### config.mk
export PLATFORM = sky130hd
export DESIGN_NAME = hub_reset_config_sequencer
export DESIGN_NICKNAME = d
export VERILOG_FILES = /design/src/hw/hub_seq_pkg.sv /design/src/hw/hub_seq_regs.sv /design/src/hw/hub_reset_config_sequencer.sv
export VERILOG_INCLUDE_DIRS = /design/src /design/src/hw
export SDC_FILE = /design/constraint.sdc
export NUM_CORES = 1
export LEC_CHECK = 0
export BUFFER_PORTS_ARGS = -buffer_cell sky130_fd_sc_hd__buf_2
export CAP_MARGIN = 40
export CORE_MARGIN = 10
export CORE_UTILIZATION = 59
export DETAILED_ROUTE_END_ITERATION = 6
export PLACE_DENSITY = 0.84
export SYNTH_ARGS = -nofsm -noshare
export SYNTH_HDL_FRONTEND = slang
export SYNTH_SLANG_ARGS = --single-unit
export TNS_END_PERCENT = 1
### constraint.sdc
create_clock -name clk_i -period 4.1 [get_ports clk_i]
set_input_delay 0.205 -clock clk_i [delete_from_list [all_inputs] [get_ports clk_i]]
set_output_delay 0.205 -clock clk_i [all_outputs]
set_load 0.02 [all_outputs]
### src/hw/hub_seq_consts.svh
// Timing, strap and reset constants for the hub reset/config sequencer.
// Assumes a 100 MHz core clock; included by bare name.
`ifndef HUB_SEQ_CONSTS_SVH
`define HUB_SEQ_CONSTS_SVH

`define CLK_MHZ             100
`define RST_MIN_NS          1000
`define OUT_INACT_MAX_NS    2000
`define RECOVER_MAX_US      500
`define EE_CFG_MAX_US       99500
`define ATTACH_MAX_US       100000
`define REQ_MAX_US          5000
`define OUT_INACT_CYC       ((`OUT_INACT_MAX_NS * `CLK_MHZ) / 1000)
`define RECOVER_CYC        (`RECOVER_MAX_US * `CLK_MHZ)
`define EE_CFG_CYC         (`EE_CFG_MAX_US * `CLK_MHZ)
`define ATTACH_CYC         (`ATTACH_MAX_US * `CLK_MHZ)
`define REQ_CYC            (`REQ_MAX_US * `CLK_MHZ)
`define CNT_W               24
`define LED_W               3
`define PORT_W              8
`define ADDR_W              7
`define ADDR_RST            7'h00
`define PWR_RST             8'h00
`define REG_DEFAULT         32'h00000000
`define SEL_DEFAULT         2'h0
`define SEL_EEPROM          2'h1
`define SEL_SMBUS           2'h2
`define SEL_SMBUS_B         2'h3
`define ID_CODE             32'h00C0FFEE
`define REG_CTRL            4'h0
`define REG_STAT            4'h4
`define REG_ID              4'h8

`endif

### src/hw/hub_seq_pkg.sv
// Types used by the sequencer; its bus slave does not use them.
// Assumes the constants header is compiled alongside.
package hub_seq_pkg;
   typedef enum logic [1:0] {
      CFG_STRAP,
      CFG_EEPROM,
      CFG_SMBUS
   } cfg_mode_t;

   typedef enum logic [2:0] {
      ST_RESET,
      ST_RECOVER,
      ST_LOAD,
      ST_APPLY,
      ST_ATTACHED,
      ST_ERROR
   } seq_state_t;
endpackage

### src/hw/hub_seq_regs.sv
// Avalon-MM slave holding the control, status and id words.
// Assumes a synchronous master on clk_i; one wait cycle per access.
`timescale 1ns/1ps
`include "hub_seq_consts.svh"

module hub_seq_regs (
   // Clock and reset
   input  wire logic        clk_i,
   input  wire logic        reset_i,
   // Avalon-MM slave
   input  wire logic [3:0]  address_i,
   input  wire logic        read_i,
   input  wire logic        write_i,
   input  wire logic [31:0] writedata_i,
   output logic      [31:0] readdata_o,
   output logic             waitrequest_o,
   // Block side
   input  wire logic [31:0] status_i,
   output logic      [31:0] ctrl_o
);
   logic        ack_r;
   logic [31:0] ctrl_r;
   logic [31:0] rd_nxt;
   wire         req = (read_i | write_i) & ~ack_r;

   assign rd_nxt = (address_i == `REG_CTRL) ? ctrl_r :
                   (address_i == `REG_STAT) ? status_i :
                   (address_i == `REG_ID)   ? `ID_CODE : `REG_DEFAULT;
   assign ctrl_o        = ctrl_r;

   always_ff @(posedge clk_i) begin
      if (reset_i) begin
         ack_r      <= 1'b0;
         waitrequest_o <= 1'b1;
         ctrl_r     <= `REG_DEFAULT;
         readdata_o <= `REG_DEFAULT;
      end else begin
         ack_r <= req;
         // Registered so the output comes straight from a flop
         waitrequest_o <= ~req;
         if (req & read_i) begin
            readdata_o <= rd_nxt;
         end
         // Write lands at the edge where the master sees waitrequest low
         if (write_i & ack_r & (address_i == `REG_CTRL)) begin
            ctrl_r <= writedata_i;
         end
      end
   end
endmodule

### src/hw/hub_reset_config_sequencer.sv
// Reset and start-up sequencer of a USB hub core.
// Assumes the hub clock also runs during hardware reset; pins async.
// What this block does
// - In strap mode, sample LED straps after reset release; rest defaults.
// - Strap high makes LED active low; strap low makes it active high.
// - During reset, downstream ports disabled and power enables off.
// - During reset, transceivers off and pairs high impedance.
// - Reset ends every transaction at once, keeping no state.
// - Reset returns all registers to defaults, mostly zero.
// - During reset, oscillator and PLL stop; LEDs off.
// - Operational at most 500 us after reset release.
// - In EEPROM mode, start reading EEPROM once operational.
// - Strap mode drives outputs inactive within 2 us of release.
// - Strap mode attaches upstream within 100 ms.
// - EEPROM read and config done within 99.5 ms after recovery.
// - SMBus mode attaches within 100 ms after load completes.
// - Each host request completes within 5 ms.
// - USB bus reset clears address to 0 and unconfigures.
// - USB bus reset drops power enables of ports 7 to 1.
// - USB bus reset clears TT buffers and leaves suspend.
// - USB bus reset is never forwarded downstream.
// - SMBus mode never uses the EEPROM.
// - SMBus mode waits unbounded for load, attaches only after.
//
// Design decisions made here: the Avalon-MM slave port and the register addresses.
`timescale 1ns/1ps
`include "hub_seq_consts.svh"

module hub_reset_config_sequencer (
   // Clock and synchronous reset
   input  wire logic               clk_i,
   input  wire logic               reset_i,
   // External hardware reset pin, active low, asynchronous
   input  wire logic               hw_reset_n_i,
   // Straps and configuration source select pins
   input  wire logic [`LED_W-1:0]  led_strap_i,
   input  wire logic               config_source_select_hi_i,
   input  wire logic               config_source_select_lo_i,
   // Configuration loaders
   input  wire logic               ee_done_i,
   input  wire logic               smbus_load_done_i,
   input  wire logic               bus_powered_i,
   // Upstream USB events from the hub core
   input  wire logic               usb_bus_reset_i,
   input  wire logic               req_start_i,
   input  wire logic               req_done_i,
   input  wire logic               set_config_i,
   input  wire logic [`ADDR_W-1:0] set_addr_i,
   input  wire logic               set_addr_valid_i,
   input  wire logic               suspend_i,
   input  wire logic [`PORT_W-1:0] port_power_req_i,
   // Avalon-MM slave
   input  wire logic [3:0]         address_i,
   input  wire logic               read_i,
   input  wire logic               write_i,
   input  wire logic [31:0]        writedata_i,
   output logic      [31:0]        readdata_o,
   output logic                    waitrequest_o,
   // Outputs toward the hub
   output logic                    osc_enable_o,
   output logic                    pll_enable_o,
   output logic                    phy_enable_o,
   output logic                    dp_oe_o,
   output logic [`PORT_W-1:0]      port_enable_o,
   output logic [`PORT_W-1:0]      port_power_enable_o,
   output logic [`LED_W-1:0]       led_o,
   output logic [`LED_W-1:0]       led_oe_o,
   output logic                    abort_all_o,
   output logic                    ee_read_start_o,
   output logic                    smbus_enable_o,
   output logic                    usb_attach_o,
   output logic [`ADDR_W-1:0]      usb_addr_o,
   output logic                    configured_o,
   output logic                    tt_clear_o,
   output logic                    suspended_o,
   output logic                    downstream_reset_o,
   output logic                    timeout_o
);
   ////////////////////////////////////////////////////////////////////////
   // Synchronisers
   logic               rst_n_m_r;
   logic               rst_n_s_r;
   logic               busrst_m_r;
   logic               busrst_s_r;
   logic               busrst_d_r;
   logic [1:0]         sel_m_r;
   logic [1:0]         sel_s_r;
   logic [`LED_W-1:0]  strap_m_r;
   logic [`LED_W-1:0]  strap_s_r;

   always_ff @(posedge clk_i) begin
      if (reset_i) begin
         rst_n_m_r  <= 1'b0;
         rst_n_s_r  <= 1'b0;
         busrst_m_r <= 1'b0;
         busrst_s_r <= 1'b0;
         busrst_d_r <= 1'b0;
         sel_m_r    <= `SEL_DEFAULT;
         sel_s_r    <= `SEL_DEFAULT;
         strap_m_r  <= '0;
         strap_s_r  <= '0;
      end else begin
         rst_n_m_r  <= hw_reset_n_i;
         rst_n_s_r  <= rst_n_m_r;
         busrst_m_r <= usb_bus_reset_i;
         busrst_s_r <= busrst_m_r;
         busrst_d_r <= busrst_s_r;
         sel_m_r    <= {config_source_select_hi_i,
                        config_source_select_lo_i};
         sel_s_r    <= sel_m_r;
         strap_m_r  <= led_strap_i;
         strap_s_r  <= strap_m_r;
      end
   end

   ////////////////////////////////////////////////////////////////////////
   // Decode
   function automatic hub_seq_pkg::cfg_mode_t mode_of(input logic [1:0] s);
      if (s == `SEL_EEPROM) begin
         return hub_seq_pkg::CFG_EEPROM;
      end else if (s[1]) begin
         return hub_seq_pkg::CFG_SMBUS;
      end
      return hub_seq_pkg::CFG_STRAP;
   endfunction

   function automatic logic hit(input logic [`CNT_W-1:0] c,
                                input logic [`CNT_W-1:0] lim);
      return c >= lim;
   endfunction

   localparam logic [`CNT_W-1:0] INACT_LIM = `CNT_W'(`OUT_INACT_CYC - 2);
   localparam logic [`CNT_W-1:0] RECOV_LIM = `CNT_W'(`RECOVER_CYC - 2);
   localparam logic [`CNT_W-1:0] EE_LIM    = `CNT_W'(`EE_CFG_CYC - 2);
   localparam logic [`CNT_W-1:0] ATT_LIM   = `CNT_W'(`ATTACH_CYC - 4);
   localparam logic [`CNT_W-1:0] REQ_LIM   = `CNT_W'(`REQ_CYC - 2);

   wire in_reset   = ~rst_n_s_r;
   wire bus_rst_ev = busrst_s_r & ~busrst_d_r;

   hub_seq_pkg::seq_state_t st_r;
   hub_seq_pkg::seq_state_t st_nxt;
   hub_seq_pkg::cfg_mode_t  mode_r;
   logic [`CNT_W-1:0]  cnt_r;
   logic [`CNT_W-1:0]  att_cnt_r;
   logic [`CNT_W-1:0]  req_cnt_r;
   logic               req_busy_r;
   logic [`LED_W-1:0]  pol_r;
   logic               strap_taken_r;
   logic               first_r;
   logic [31:0]        ctrl_w;
   logic [31:0]        status_w;

   // Software may force the self-powered unbounded SMBus wait off
   wire sw_bus_pwr = ctrl_w[0];
   wire limit_load = bus_powered_i | sw_bus_pwr;

   ////////////////////////////////////////////////////////////////////////
   // Sequence state machine
   always_comb begin
      st_nxt = st_r;
      case (st_r)
         hub_seq_pkg::ST_RESET: begin
            st_nxt = hub_seq_pkg::ST_RECOVER;
         end
         hub_seq_pkg::ST_RECOVER: begin
            if (hit(cnt_r, RECOV_LIM)) begin
               st_nxt = (mode_r == hub_seq_pkg::CFG_STRAP) ?
                        hub_seq_pkg::ST_APPLY : hub_seq_pkg::ST_LOAD;
            end
         end
         hub_seq_pkg::ST_LOAD: begin
            if (mode_r == hub_seq_pkg::CFG_EEPROM) begin
               if (ee_done_i) begin
                  st_nxt = hub_seq_pkg::ST_APPLY;
               end else if (hit(cnt_r, EE_LIM)) begin
                  st_nxt = hub_seq_pkg::ST_ERROR;
               end
            end else if (smbus_load_done_i) begin
               st_nxt = hub_seq_pkg::ST_APPLY;
            end
         end
         hub_seq_pkg::ST_APPLY: begin
            st_nxt = hub_seq_pkg::ST_ATTACHED;
         end
         hub_seq_pkg::ST_ATTACHED: begin
            st_nxt = st_r;
         end
         hub_seq_pkg::ST_ERROR: begin
            st_nxt = st_r;
         end
         default: begin
            st_nxt = hub_seq_pkg::ST_RESET;
         end
      endcase
   end

   always_ff @(posedge clk_i) begin
      if (reset_i | in_reset) begin
         st_r  <= hub_seq_pkg::ST_RESET;
         cnt_r <= '0;
      end else begin
         st_r  <= st_nxt;
         cnt_r <= (st_nxt != st_r) ? '0 : cnt_r + 1'b1;
      end
   end

   always_ff @(posedge clk_i) begin
      if (reset_i | in_reset) begin
         strap_taken_r <= 1'b0;
         pol_r         <= '0;
         mode_r        <= hub_seq_pkg::CFG_STRAP;
      end else if (!strap_taken_r) begin
         strap_taken_r <= 1'b1;
         mode_r        <= mode_of(sel_s_r);
         // Straps apply only in default mode; others keep defaults
         pol_r <= (mode_of(sel_s_r) == hub_seq_pkg::CFG_STRAP) ?
                  strap_s_r : '0;
      end
   end

   ////////////////////////////////////////////////////////////////////////
   // Outputs
   wire live   = ~in_reset & ~reset_i;
   wire up     = live & (st_r == hub_seq_pkg::ST_ATTACHED);
   wire loadng = live & (st_r == hub_seq_pkg::ST_LOAD);

   always_ff @(posedge clk_i) begin
      if (reset_i | in_reset) begin
         port_enable_o       <= `PWR_RST;
         port_power_enable_o <= `PWR_RST;
         phy_enable_o        <= 1'b0;
         dp_oe_o             <= 1'b0;
         osc_enable_o        <= 1'b0;
         pll_enable_o        <= 1'b0;
         led_o               <= '0;
         led_oe_o            <= '0;
         abort_all_o         <= 1'b1;
         ee_read_start_o     <= 1'b0;
         smbus_enable_o      <= 1'b0;
         usb_attach_o        <= 1'b0;
         usb_addr_o          <= `ADDR_RST;
         configured_o        <= 1'b0;
         tt_clear_o          <= 1'b1;
         suspended_o         <= 1'b0;
         first_r             <= 1'b1;
      end else begin
         first_r         <= 1'b0;
         abort_all_o     <= 1'b0;
         osc_enable_o    <= 1'b1;
         pll_enable_o    <= 1'b1;
         led_oe_o        <= strap_taken_r ? '1 : '0;
         led_o           <= pol_r;
         ee_read_start_o <= (st_nxt == hub_seq_pkg::ST_LOAD) &
                            (st_r == hub_seq_pkg::ST_RECOVER) &
                            (mode_r == hub_seq_pkg::CFG_EEPROM);
         smbus_enable_o  <= loadng & (mode_r == hub_seq_pkg::CFG_SMBUS);
         usb_attach_o    <= up;
         phy_enable_o    <= up;
         dp_oe_o         <= up;
         port_enable_o   <= up ? '1 : '0;
         if (bus_rst_ev) begin
            usb_addr_o          <= `ADDR_RST;
            configured_o        <= 1'b0;
            port_power_enable_o <= port_power_enable_o & `PORT_W'(8'h01);
            tt_clear_o          <= 1'b1;
            suspended_o         <= 1'b0;
         end else begin
            tt_clear_o <= 1'b0;
            if (set_addr_valid_i & up) begin
               usb_addr_o <= set_addr_i;
            end
            if (set_config_i & up) begin
               configured_o <= 1'b1;
            end
            port_power_enable_o <= up ? port_power_req_i : '0;
            suspended_o         <= up & suspend_i;
         end
      end
   end

   always_ff @(posedge clk_i) begin
      downstream_reset_o <= 1'b0;
   end

   ////////////////////////////////////////////////////////////////////////
   // Watchdogs on attach and host request bounds
   // Request and attach bounds
   always_ff @(posedge clk_i) begin
      if (reset_i | in_reset) begin
         att_cnt_r  <= '0;
         req_cnt_r  <= '0;
         req_busy_r <= 1'b0;
         timeout_o  <= 1'b0;
      end else begin
         if (req_start_i) begin
            req_busy_r <= 1'b1;
            req_cnt_r  <= '0;
         end else if (req_done_i) begin
            req_busy_r <= 1'b0;
         end else if (req_busy_r) begin
            req_cnt_r <= req_cnt_r + 1'b1;
         end
         if ((st_r == hub_seq_pkg::ST_LOAD) &
             (mode_r == hub_seq_pkg::CFG_SMBUS) & limit_load) begin
            att_cnt_r <= att_cnt_r + 1'b1;
         end
         if ((req_busy_r & hit(req_cnt_r, REQ_LIM)) |
             hit(att_cnt_r, EE_LIM) |
             (st_r == hub_seq_pkg::ST_ERROR)) begin
            timeout_o <= 1'b1;
         end
      end
   end

   assign status_w = {24'h0, 1'b0, st_r, 2'(mode_r), usb_attach_o,
                      timeout_o};

   hub_seq_regs u_regs (
      .clk_i         (clk_i),
      .reset_i       (reset_i | in_reset),
      .address_i     (address_i),
      .read_i        (read_i),
      .write_i       (write_i),
      .writedata_i   (writedata_i),
      .readdata_o    (readdata_o),
      .waitrequest_o (waitrequest_o),
      .status_i      (status_w),
      .ctrl_o        (ctrl_w)
   );

   // Own count of recovery cycles, too long for a delay range
   logic [`CNT_W-1:0]  rec_cnt_r;
   always_ff @(posedge clk_i) begin
      if (reset_i | in_reset) begin
         rec_cnt_r <= '0;
      end else if (st_r == hub_seq_pkg::ST_RECOVER) begin
         rec_cnt_r <= rec_cnt_r + 1'b1;
      end
   end
endmodule

# After elaboration in Yosys (flattened, before gate mapping)
# Index checks and enable logic that the tools add are counted.
# W data, S select, Z words.
# totals
word_cells,122
output_inout_bits,75
input_bits,70
register_bits,200
# classes
n_lt_le_gt_ge,4
add_sub_neg,3
mux,28
n_reduce_logical,11
n_eq_ne,12
n_bitwise,29
# ops
op,count
$add A24 B1 Y24 const B,3
$mux W32,2
$ge A24 B24 Y1 const B,2
$ge A24 B16 Y1 const B,1
$ge A24 B19 Y1 const B,1
$mux W24,1
$mux W3,7
$and A1 B1 Y1,17
$pmux W3 S5,1
$mux W1,11
$mux W2,5
$eq A3 B2 Y1 const B,3
$mux W8,1
$reduce_or A2 Y1,4
$not A1 Y1,7
$eq A3 B3 Y1 const B,2
$or A1 B1 Y1,5
$eq A2 B1 Y1 const B,2
$eq A4 B3 Y1 const B,1
$eq A4 B4 Y1 const B,1
$logic_not A2 Y1,2
$logic_not A4 Y1,1
$eq A3 B1 Y1 const B,1
$logic_not A3 Y1,1
5 further kinds,5

# Logic depth before layout (Yosys ltp)
# Gate-level depths: netlist (run 1).
# logic_depth
depth_word,9
depth_mapped,9
mapped_depth_nobuf,8

# Cells and area by module
# From an unflattened synthesis (run 1), not the netlist that was laid out.
# hier_totals
cells_unflattened,912
area_unflattened_um2,8380.5
# modules_own_cells
module,seq_area_each_um2,cells_each,area_each_um2,n_inst
hub_reset_config_sequencer,2482.4,603,5318.9,1
hub_seq_regs,1321.3,309,3061.7,1

# Least setup slack after synthesis (run 1)
# Ideal clock, no wire load.
# synth_path
path_kind,reg2reg
start,reg cnt_r[11]
end,reg cnt_r[16]
setup_slack_ps,2173
required_time_ps,3985
setup_ps,115
t_arrival_ps,1812
path_buffers,2
stages_incl_launch_ff,9
synth_period_minus_slack_ps,1927
cell_sequence,dfxtp_1 > buf_6 > or4b_1 > nor4_1 > and3_2 > nor4_1 > o211ai_4 > buf_6 > nor2_1
# synth_between
elab_chain_cells,7
word_cells_on_any_way,10
classes_between,1 x add/sub; 2 x order compare; 1 x eq/ne; 5 x mux; 1 x reduce/logical
# synth_lines
element,line,source
start: declaration,hub_reset_config_sequencer.sv:144,logic [`CNT_W-1:0] cnt_r;
start signal: assignment,hub_reset_config_sequencer.sv:204,cnt_r <= (st_nxt != st_r) ? '0 : cnt_r + 1'b1;
$ge A24 B24 Y1,hub_reset_config_sequencer.sv:129,return c >= lim;
$mux W3,hub_reset_config_sequencer.sv:176,"end else if (hit(cnt_r, EE_LIM)) begin"
$mux W3,hub_reset_config_sequencer.sv:174,if (ee_done_i) begin
$mux W3,hub_reset_config_sequencer.sv:173,if (mode_r == hub_seq_pkg::CFG_EEPROM) begin
$pmux W3 S5,hub_reset_config_sequencer.sv:162,case (st_r)
$ne A3 B3 Y1,hub_reset_config_sequencer.sv:204,
$reduce_or A2 Y1 (no line),--,
# Several ways; a longest one is shown, not always the timed one.
# A chain may end at the register's enable or synchronous reset.

# Worst setup path in the final report (run 1)
# layout_path
start,reg cnt_r[12]
end,reg cnt_r[13]
# Same word-level chain as after synthesis.

==> out/metrics.csv, run 1 <==
metric,value,unit
rsz0062_at_grt,false,
critPathRequiredTime,4380,ps
die_h,133,µm
cts_buffers,17,
first_iter_violations,438,
setup_violations,0,
cp_top_family,simple AND/OR/NAND/NOR gates,
synth_area_leaders,"dfxtp_1, nand2_1, nor2_1",
grt_pass1_vias,6184,
endpoint_kind,flop,
cts_tree,built,
root_buffer,clkbuf_16,
worstHoldPathType,in -> reg,
h-tree-depth,4,
grt_max_degree,55,
cts_setup_buffers,0,
die_w,133,µm
finalCriticalPeriod,2410,ps
crit_type,reg -> reg,
run_status,finished with violations,
ys_types,57,
start_kind,flop,
ctsResizeCount,0,
drt-vias-per-instance,5.43,
io_pins,145,
antenna_found_initial,1,
dieArea,17700,µm²
synth_seq_area_share,50.4,%
yosysTopAreaCellShare,50.4,%
place_congestion,0.858,
ant_nets,0,
path_clk_slew,60,ps
violations,DRC,
drt-pass1-iter-count,7,
fin_skew,8.83,ps
synth_nets,946,
synth_common_cells,"dfxtp_1, nand2_1, nor2_1",
synth-compound-area-share,11.1,%
vias,6422,
max_stage_delay,540,ps
post_drt_wl_per_cell,15.1,µm
synthSimpleGateAreaFrac,25.2,%
core,12600,µm²
synth_top_family_by_area,simple AND/OR/NAND/NOR gates,
synth-main-ff-cell,dfxtp_1,
syn_to_final_growth,19.5,%
drt_wl_total,17800,µm
post-route-cell-area,9020,µm²
cts.sinks,190,
placed_cell_area,8290,µm²
synth_warnings,0,
num_rows,41,
synthAdderAreaFrac,0.995,%
power_density,395,nW/µm²
max_slew_margin,39.1,%
synth_most_common_cell,dfxtp_1,
dpl.hpwl,12200,µm
cpMostUsedCell,nor4_1,
synth_top_cell_by_area,dfxtp_1,
crit_fanout,24,
hold_viol_final,0,
slew_violations,0,
postSynthCellCount,870,
ys_async_sr_fraction,0,%
path_buf_inv,0,
overflow,0,
clock_latency,430,ps
cp.arrival,2690,ps
dp_slack,1790,ps
syn-mean-instance-area,8.68,µm²
yosys_register_bits,190,
syn-cell-area,7550,µm²
track_usage,19.7,%
crit_path_top_delay_cell,o211ai_4,
nets,1074,
synth_edf_count,0,
power_leakage,3.37,nW
ir_drop,314,µV
finalSetupTns,0,ps
portBuffers,143,
clock_path_buffers,2,
timing.fmax,415,MHz
antenna_cells_inserted,0,
drive_above_1_share,19.1,%
drc,1,
cp_cell_sequence,or4b_1 > nor4_1 > and3_2 > nor4_1 > o211ai_4 > nor2_1,
fin_ws,1690,ps
cap_violations,0,
synthMuxAreaShare,0.133,%
initial_utilization,60.1,%
hold_slack,12.0,ps
fin_crit_sh,58.7,%
tightest_slew,907,ps
grt_pass1_wl,29200,µm
yosys.area_share.xor_xnor,7.31,%
logic make-up (layout without fill, tap and decap cells):
| group | after synthesis | in the layout |
|---|---|---|
| fa+ha+maj | 6 | 6 |
| xor+xnor | 63 | 63 |
| compound gates | 135 | 135 |
| simple gates | 403 | 403 |
| flops | 190 | 190 |
| mux | 1 | 1 |
| buf+inv | 71 | 212 |
| other cells | 1 | 1 |
layer usage:
metal	global-route usage, %	vias up	part of all wire [%]
met5	0	-	0.039
met4	6.95	2	1.7
met3	7.52	31	8.9
met2	31.8	230	48
met1	23.5	2963	42
li1	-	3196	-
worst min-delay path, cell delays in order:
cell	delay, ps
buf_2	90
nand2_1	40
a21oi_1	50
power breakdown:
group	total [W]	internal, W	leakage (nW)	switching [W]
clock network	0.00160	0.000927	0.276	0.000668
registers	0.00186	0.00185	1.53	0.00000523
logic	0.000108	0.0000502	1.56	0.0000583
registers in the layout, summed over array words and instances (netlist names), 2 cells and up:
name and count:
cnt_r 24, led_o 3, strap_s_r 3, att_cnt_r 24, req_cnt_r 24, pol_r 3, port_power_enable_o 8, strap_m_r 3
st_r 3, u_regs.ctrl_o 32, sel_m_r 2, sel_s_r 2, mode_r 2, usb_addr_o 7, u_regs.readdata_o 32
path summary, 6_finish.rpt:
kind                                       startpoint                              to  slack, ps  depth (start not counted)
worst max-delay path             cnt_r[12]$_SDFF_PP0_            cnt_r[13]$_SDFF_PP0_       1690                          6
worst min-delay path                  writedata_i[29]  u_regs.ctrl_o[29]$_SDFFE_PN0P_         10                          3
worst max register to register   cnt_r[12]$_SDFF_PP0_            cnt_r[13]$_SDFF_PP0_       1690                          6
worst min register to register  busrst_m_r$_SDFF_PP0_           busrst_s_r$_SDFF_PP0_        440                          1
per-stage QoR:
stage               utilization [%]  instances  power [W]
floorplan                         -        870    0.00195
global placement               65.4       1132    0.00199
detailed placement             66.0       1136    0.00200
CTS                            71.8       1183    0.00359
global route                   71.8       1183    0.00368
finish                         71.8       1183    0.00356
what timing repair did:
item | in CTS | in global routing
endpoints found under the setup margin | 0 | 0
hold buffers | 15 | 0
endpoints found under the hold margin | 15 | 0
cell usage in the layout (no fill, tap or decap), types with 3 or more instances in the layout:
cell / n
xor2_1: 42
a21oi_1: 68
and4_1: 4
nor3_1: 19
nor2b_1: 19
buf_2: 143
nand2_1: 126
clkinv_2: 4
buf_4: 5
inv_1: 13
ha_1: 6
a211oi_1: 5
and3_2: 3
clkbuf_1: 3
clkinvlp_4: 3
and2_1: 8
a311oi_1: 3
o211ai_1: 13
or3_1: 9
and3_1: 19
xnor2_1: 21
dlygate4sd3_1: 15
dfxtp_1: 190
nand4_1: 17
nor4_1: 6
nor2_1: 114
nand2b_1: 3
nand3_1: 40
clkbuf_16: 17
o21ai_0: 16
a22oi_1: 14
final cells by class:
class / count / area, µm²
timing repair buffer: 167 / 981
clock buffer: 22 / 464
inverter: 13 / 48.8
sequential: 190 / 3800
tap: 172 / 215
clock inverter: 10 / 111
fill: 949 / 3550
multi-input combinational: 609 / 3400
Power figures use the tool's default switching activity.
==> run 2, diff against run 1 <==
--- a/config.mk
+++ b/config.mk
@@ -9,9 +9,9 @@
 export BUFFER_PORTS_ARGS = -buffer_cell sky130_fd_sc_hd__buf_2
 export CAP_MARGIN = 40
 export CORE_MARGIN = 10
-export CORE_UTILIZATION = 59
+export CORE_UTILIZATION = 55
 export DETAILED_ROUTE_END_ITERATION = 6
-export PLACE_DENSITY = 0.84
+export PLACE_DENSITY = 0.79
 export SYNTH_ARGS = -nofsm -noshare
 export SYNTH_HDL_FRONTEND = slang
 export SYNTH_SLANG_ARGS = --single-unit
==> constraint.sdc (replaced) <==
create_clock -name clk_i -period 2.49 [get_ports clk_i]
set_input_delay 0.1245 -clock clk_i [delete_from_list [all_inputs] [get_ports clk_i]]
set_output_delay 0.1245 -clock clk_i [all_outputs]
set_load 0.02 [all_outputs]
==> run 2 against run 1 <==
Against the previous run:
- largest power group unchanged
- core utilization down 0.90 points
- final area up 4.9%
- clock power up 64%
- critical path depth up 1
- largest cell class unchanged
- the run now ends clean
==> out/metrics.csv, run 2 (synthesized netlist as in run 1, its figures left out) <==
metric,value,unit
run_status,"complete, no violations",
antenna_found_initial,0,
fin_skew,10.1,ps
placed_cells,1148,
cts_buffers,17,
antenna_cells_inserted,0,
finalCriticalPeriod,2120,ps
drc,0,
worstHoldPathType,in -> reg,
cts_setup_buffers,0,
stdcell_count,1237,
vias,6595,
syn_to_final_growth,25.3,%
fillers,1011,
critPathRequiredTime,2800,ps
seqCellArea,3800,µm²
post-route-cell-area,9460,µm²
die_h,137,µm
initial_utilization,56.6,%
ir_drop,500,µV
drt_wl_total,18500,µm
dieArea,18800,µm²
rr_endpoint,cnt_r[18]$_SDFF_PP0_,
post_drt_wl_per_cell,14.9,µm
max_slew_margin,51.0,%
timing.fmax,471,MHz
power_leakage,3.57,nW
root_buffer,clkbuf_16,
dpl.hpwl,12100,µm
clock_latency,430,ps
layout_common_cells,"dfxtp_1, buf_2, nand2_1",
num_rows,42,
drt-pass1-iter-count,5,
cts.sinks,190,
track_usage,19.7,%
rsz0062_at_grt,false,
worstSetupEndpoint,cnt_r[18]$_SDFF_PP0_,
r2r_cells,7,
r2r-start,cnt_r[11]$_SDFF_PP0_,
cap_violations,0,
slew_violations,0,
io_pins,145,
crit_type,reg -> reg,
crit_start,cnt_r[11]$_SDFF_PP0_,
nets,1124,
grt_max_degree,55,
power_density,626,nW/µm²
portBuffers,143,
grt_pass1_wl,30200,µm
hold_viol_final,0,
cp.arrival,2430,ps
cts_tree,built,
endpoint_kind,flop,
fin_util,70.9,%
first_iter_violations,373,
overflow,0,
die_w,137,µm
ctsResizeCount,0,
place_congestion,0.885,
start_kind,flop,
drive_above_1_share,19.2,%
clock_path_buffers,2,
layout_commonest_cell,dfxtp_1,
tightest_slew,735,ps
path_clk_slew,80,ps
finalSetupTns,0,ps
placed_cell_area,8310,µm²
crit_fanout,24,
grt_pass1_vias,6346,
core,13300,µm²
multiInputGateArea,3400,µm²
h-tree-depth,4,
drt-vias-per-instance,5.33,
ant_nets,0,
r2r_slack,370,ps
fin_crit_sh,85.3,%
hold_slack,38.7,ps
setup_violations,0,
-- run 2: how the worst min path moves through the flow --
| stage | slack (ps) | endpoint | from | depth (start not counted) |
|---|---|---|---|---|
| CTS | 30 | strap_m_r[1]$_SDFF_PP0_ | reset_i | 2 |
| global route | 30 | strap_s_r[0]$_SDFF_PP0_ | reset_i | 2 |
| floorplan | 200 | busrst_d_r$_SDFF_PP0_ | reset_i | 1 |
| finish | 40 | strap_s_r[0]$_SDFF_PP0_ | reset_i | 2 |
| global placement | 330 | busrst_m_r$_SDFF_PP0_ | usb_bus_reset_i | 2 |
| detailed placement | 340 | busrst_m_r$_SDFF_PP0_ | usb_bus_reset_i | 2 |
-- run 2: worst max-delay path, cell delays in order (launching register included) --
cell	delay (ps)
dfxtp_1	370
or4b_1	530
nor4_1	280
and3_2	240
nor4_1	70
o211ai_4	140
buf_4	280
nor2_1	90
-- run 2: area by class of cell --
type / count / area share [%]
Sequential cell: 190 / 40.2
Multi-Input combinational cell: 609 / 35.9
Timing Repair Buffer: 217 / 14.9
Clock buffer: 18 / 4.64
Tap cell: 176 / 2.33
Clock inverter: 14 / 1.46
Inverter: 13 / 0.516
-- run 2: per-stage QoR --
step           setup WS, ps  power [W]
2_1_floorplan           563    0.00320
3_3_place_gp            429    0.00329
3_5_place_dp            388    0.00329
4_1_cts                 364    0.00596
5_1_grt                 209    0.00613
6_report                367    0.00592
-- run 2: per-layer routing --
| metal | up-vias | track usage (%) | wire, µm |
|---|---|---|---|
| met3 | 28 | 7.40 | 1570 |
| met1 | 3059 | 23.4 | 7670 |
| met4 | 0 | 6.50 | 324 |
| met2 | 210 | 32.0 | 8910 |
| met5 | - | 0 | 0 |
| li1 | 3298 | - | - |
-- run 2: repair_timing --
action / in CTS / in global routing
endpoints found under the setup margin: 0 / 0
hold buffers: 57 / 0
endpoints found under the hold margin: 57 / 0
-- run 2: power by group --
part	internal, W	switching (W)
sequential	0.00305	0.00000811
combinational	0.000124	0.000108
clock	0.00136	0.00126
==> run 3, diff against run 2 <==
--- a/config.mk
+++ b/config.mk
@@ -11,7 +11,7 @@
 export CORE_MARGIN = 10
 export CORE_UTILIZATION = 55
 export DETAILED_ROUTE_END_ITERATION = 6
-export PLACE_DENSITY = 0.79
+export PLACE_DENSITY_LB_ADDON = 0.1
 export SYNTH_ARGS = -nofsm -noshare
 export SYNTH_HDL_FRONTEND = slang
 export SYNTH_SLANG_ARGS = --single-unit
==> run 3 against run 2 <==
Against the previous run:
- first-iteration DRC count increased by 33%
- via count decreased by 1.7%
- die area unchanged
- total power increased by 5.8%
- combinational power about the same
- clock skew about the same
- final cell count unchanged
- critical path type unchanged
==> out/metrics.csv, run 3 (synthesized netlist as in run 1, its figures left out) <==
metric,value,unit
path_clk_slew,60,ps
clock_path_buffers,2,
power_density,657,nW/µm²
cp_cell_sequence,or4b_1 > nor4_1 > and3_2 > nor4_1 > o211ai_4 > buf_4 > nor2_1,
drt-vias-per-instance,5.24,
path_buf_inv,1,
clock_latency,420,ps
gr-max-usage-layer,met2,
die_h,137,µm
antenna_found_initial,1,
overflow,0,
drt_wl_total,18000,µm
io_pins,145,
placed_cell_area,8300,µm²
post-route-cell-area,9530,µm²
setup_violations,0,
layout_common_cells,"dfxtp_1, buf_2, nand2_1",
track_usage,19.6,%
critPathRequiredTime,2790,ps
max_slew_margin,58.4,%
cp_top_family,simple AND/OR/NAND/NOR gates,
dieArea,18800,µm²
core,13300,µm²
rsz0062_at_grt,false,
initial_utilization,56.6,%
crit_fanout,24,
drc,0,
h-tree-depth,4,
slew_violations,0,
placed_cells,1148,
finalSetupTns,0,ps
cts_tree,built,
stdcell_count,1237,
drt-pass1-iter-count,5,
drive_above_1_share,19.2,%
met1_usage,24.4,%
r2r_slack,350,ps
cpMostUsedCell,nor4_1,
crit_type,reg -> reg,
cts.sinks,190,
worstHoldPathType,in -> reg,
cts_buffers,17,
ctsResizeCount,0,
layout_commonest_cell,dfxtp_1,
crit_path_top_delay_cell,or4b_1,
tightest_slew,624,ps
vias,6480,
first_iter_violations,496,
cts_setup_buffers,0,
max_stage_delay,530,ps
post_drt_wl_per_cell,14.6,µm
nets,1124,
run_status,"complete, no violations",
grt_util_met2,31.2,%
ant_nets,0,
place_congestion,0.898,
fin_skew,10.5,ps
cp.arrival,2440,ps
grt_pass1_vias,6180,
syn_to_final_growth,26.3,%
fin_crit_sh,86.0,%
hold_viol_final,0,
endpoint_kind,flop,
finalCriticalPeriod,2140,ps
die_w,137,µm
ir_drop,546,µV
timing.fmax,467,MHz
num_rows,42,
start_kind,flop,
met3_usage,6.45,%
cap_violations,0,
dpl.hpwl,11900,µm
grt_max_degree,51,
grt_pass1_wl,30100,µm
portBuffers,143,
power_leakage,3.62,nW
root_buffer,clkbuf_16,
run 3: cell count changes in the layout (fill, tap and decap cells not counted), sizes merged:
cell,delta
bufinv,+5
clkbuf,+2
clkinv,+4
clkinvlp,-2
diode,+1
inv,-10
run 3: tightest hold or removal path, cell delays in order:
cell and delay (ps):
buf_2 110, nor2_1 70, or3_1 110
run 3: area by class of cell:
cell class | instances | area [µm²]
fill | 1038 | 3820
inverter | 13 | 48.8
antenna | 1 | 2.50
multi-input combinational | 609 | 3390
clock buffer | 20 | 467
timing repair buffer | 217 | 1410
tap | 176 | 220
clock inverter | 11 | 188
sequential | 190 | 3800
run 3: path summary, 6_finish.rpt:
| check | startpoint | cells past startpoint | to |
|---|---|---|---|
| worst max-delay path | cnt_r[11]$_SDFF_PP0_ | 7 | cnt_r[21]$_SDFF_PP0_ |
| worst min register to register | busrst_m_r$_SDFF_PP0_ | 1 | busrst_s_r$_SDFF_PP0_ |
| worst max register to register | cnt_r[11]$_SDFF_PP0_ | 7 | cnt_r[21]$_SDFF_PP0_ |
| worst min-delay path | read_i | 3 | u_regs.waitrequest_o$_SDFF_PN1_ |
run 3: layer usage:
metal  up-vias  wire (µm)
li1       3294          -
met1      2991       7940
met2       173       8530
met3        22       1240
met4         0        310
met5         -          0
run 3: stage by stage:
stage / total power (W) / setup slack (ps) / hold WS [ps] / utilization [%]
floorplan: 0.00320 / 563 / 196 / -
finish: 0.00626 / 350 / 26.3 / 71.4
detailed placement: 0.00329 / 402 / 336 / 62.2
global placement: 0.00329 / 463 / 333 / 62.2
CTS: 0.00630 / 375 / 7.54 / 71.4
global route: 0.00647 / 166 / 42.9 / 71.4
run 3: what timing repair did:
action	in CTS	in global routing
endpoints found under the setup margin	0	0
hold endpoints to repair	57	0
hold buffers	57	0
run 3: power breakdown:
| group | leakage (nW) | internal [W] | switching (W) |
|---|---|---|---|
| registers | 1.53 | 0.00305 | 0.00000876 |
| clock network | 0.326 | 0.00185 | 0.00111 |
| logic | 1.76 | 0.000126 | 0.000106 |
| total | 3.62 | 0.00503 | 0.00123 |
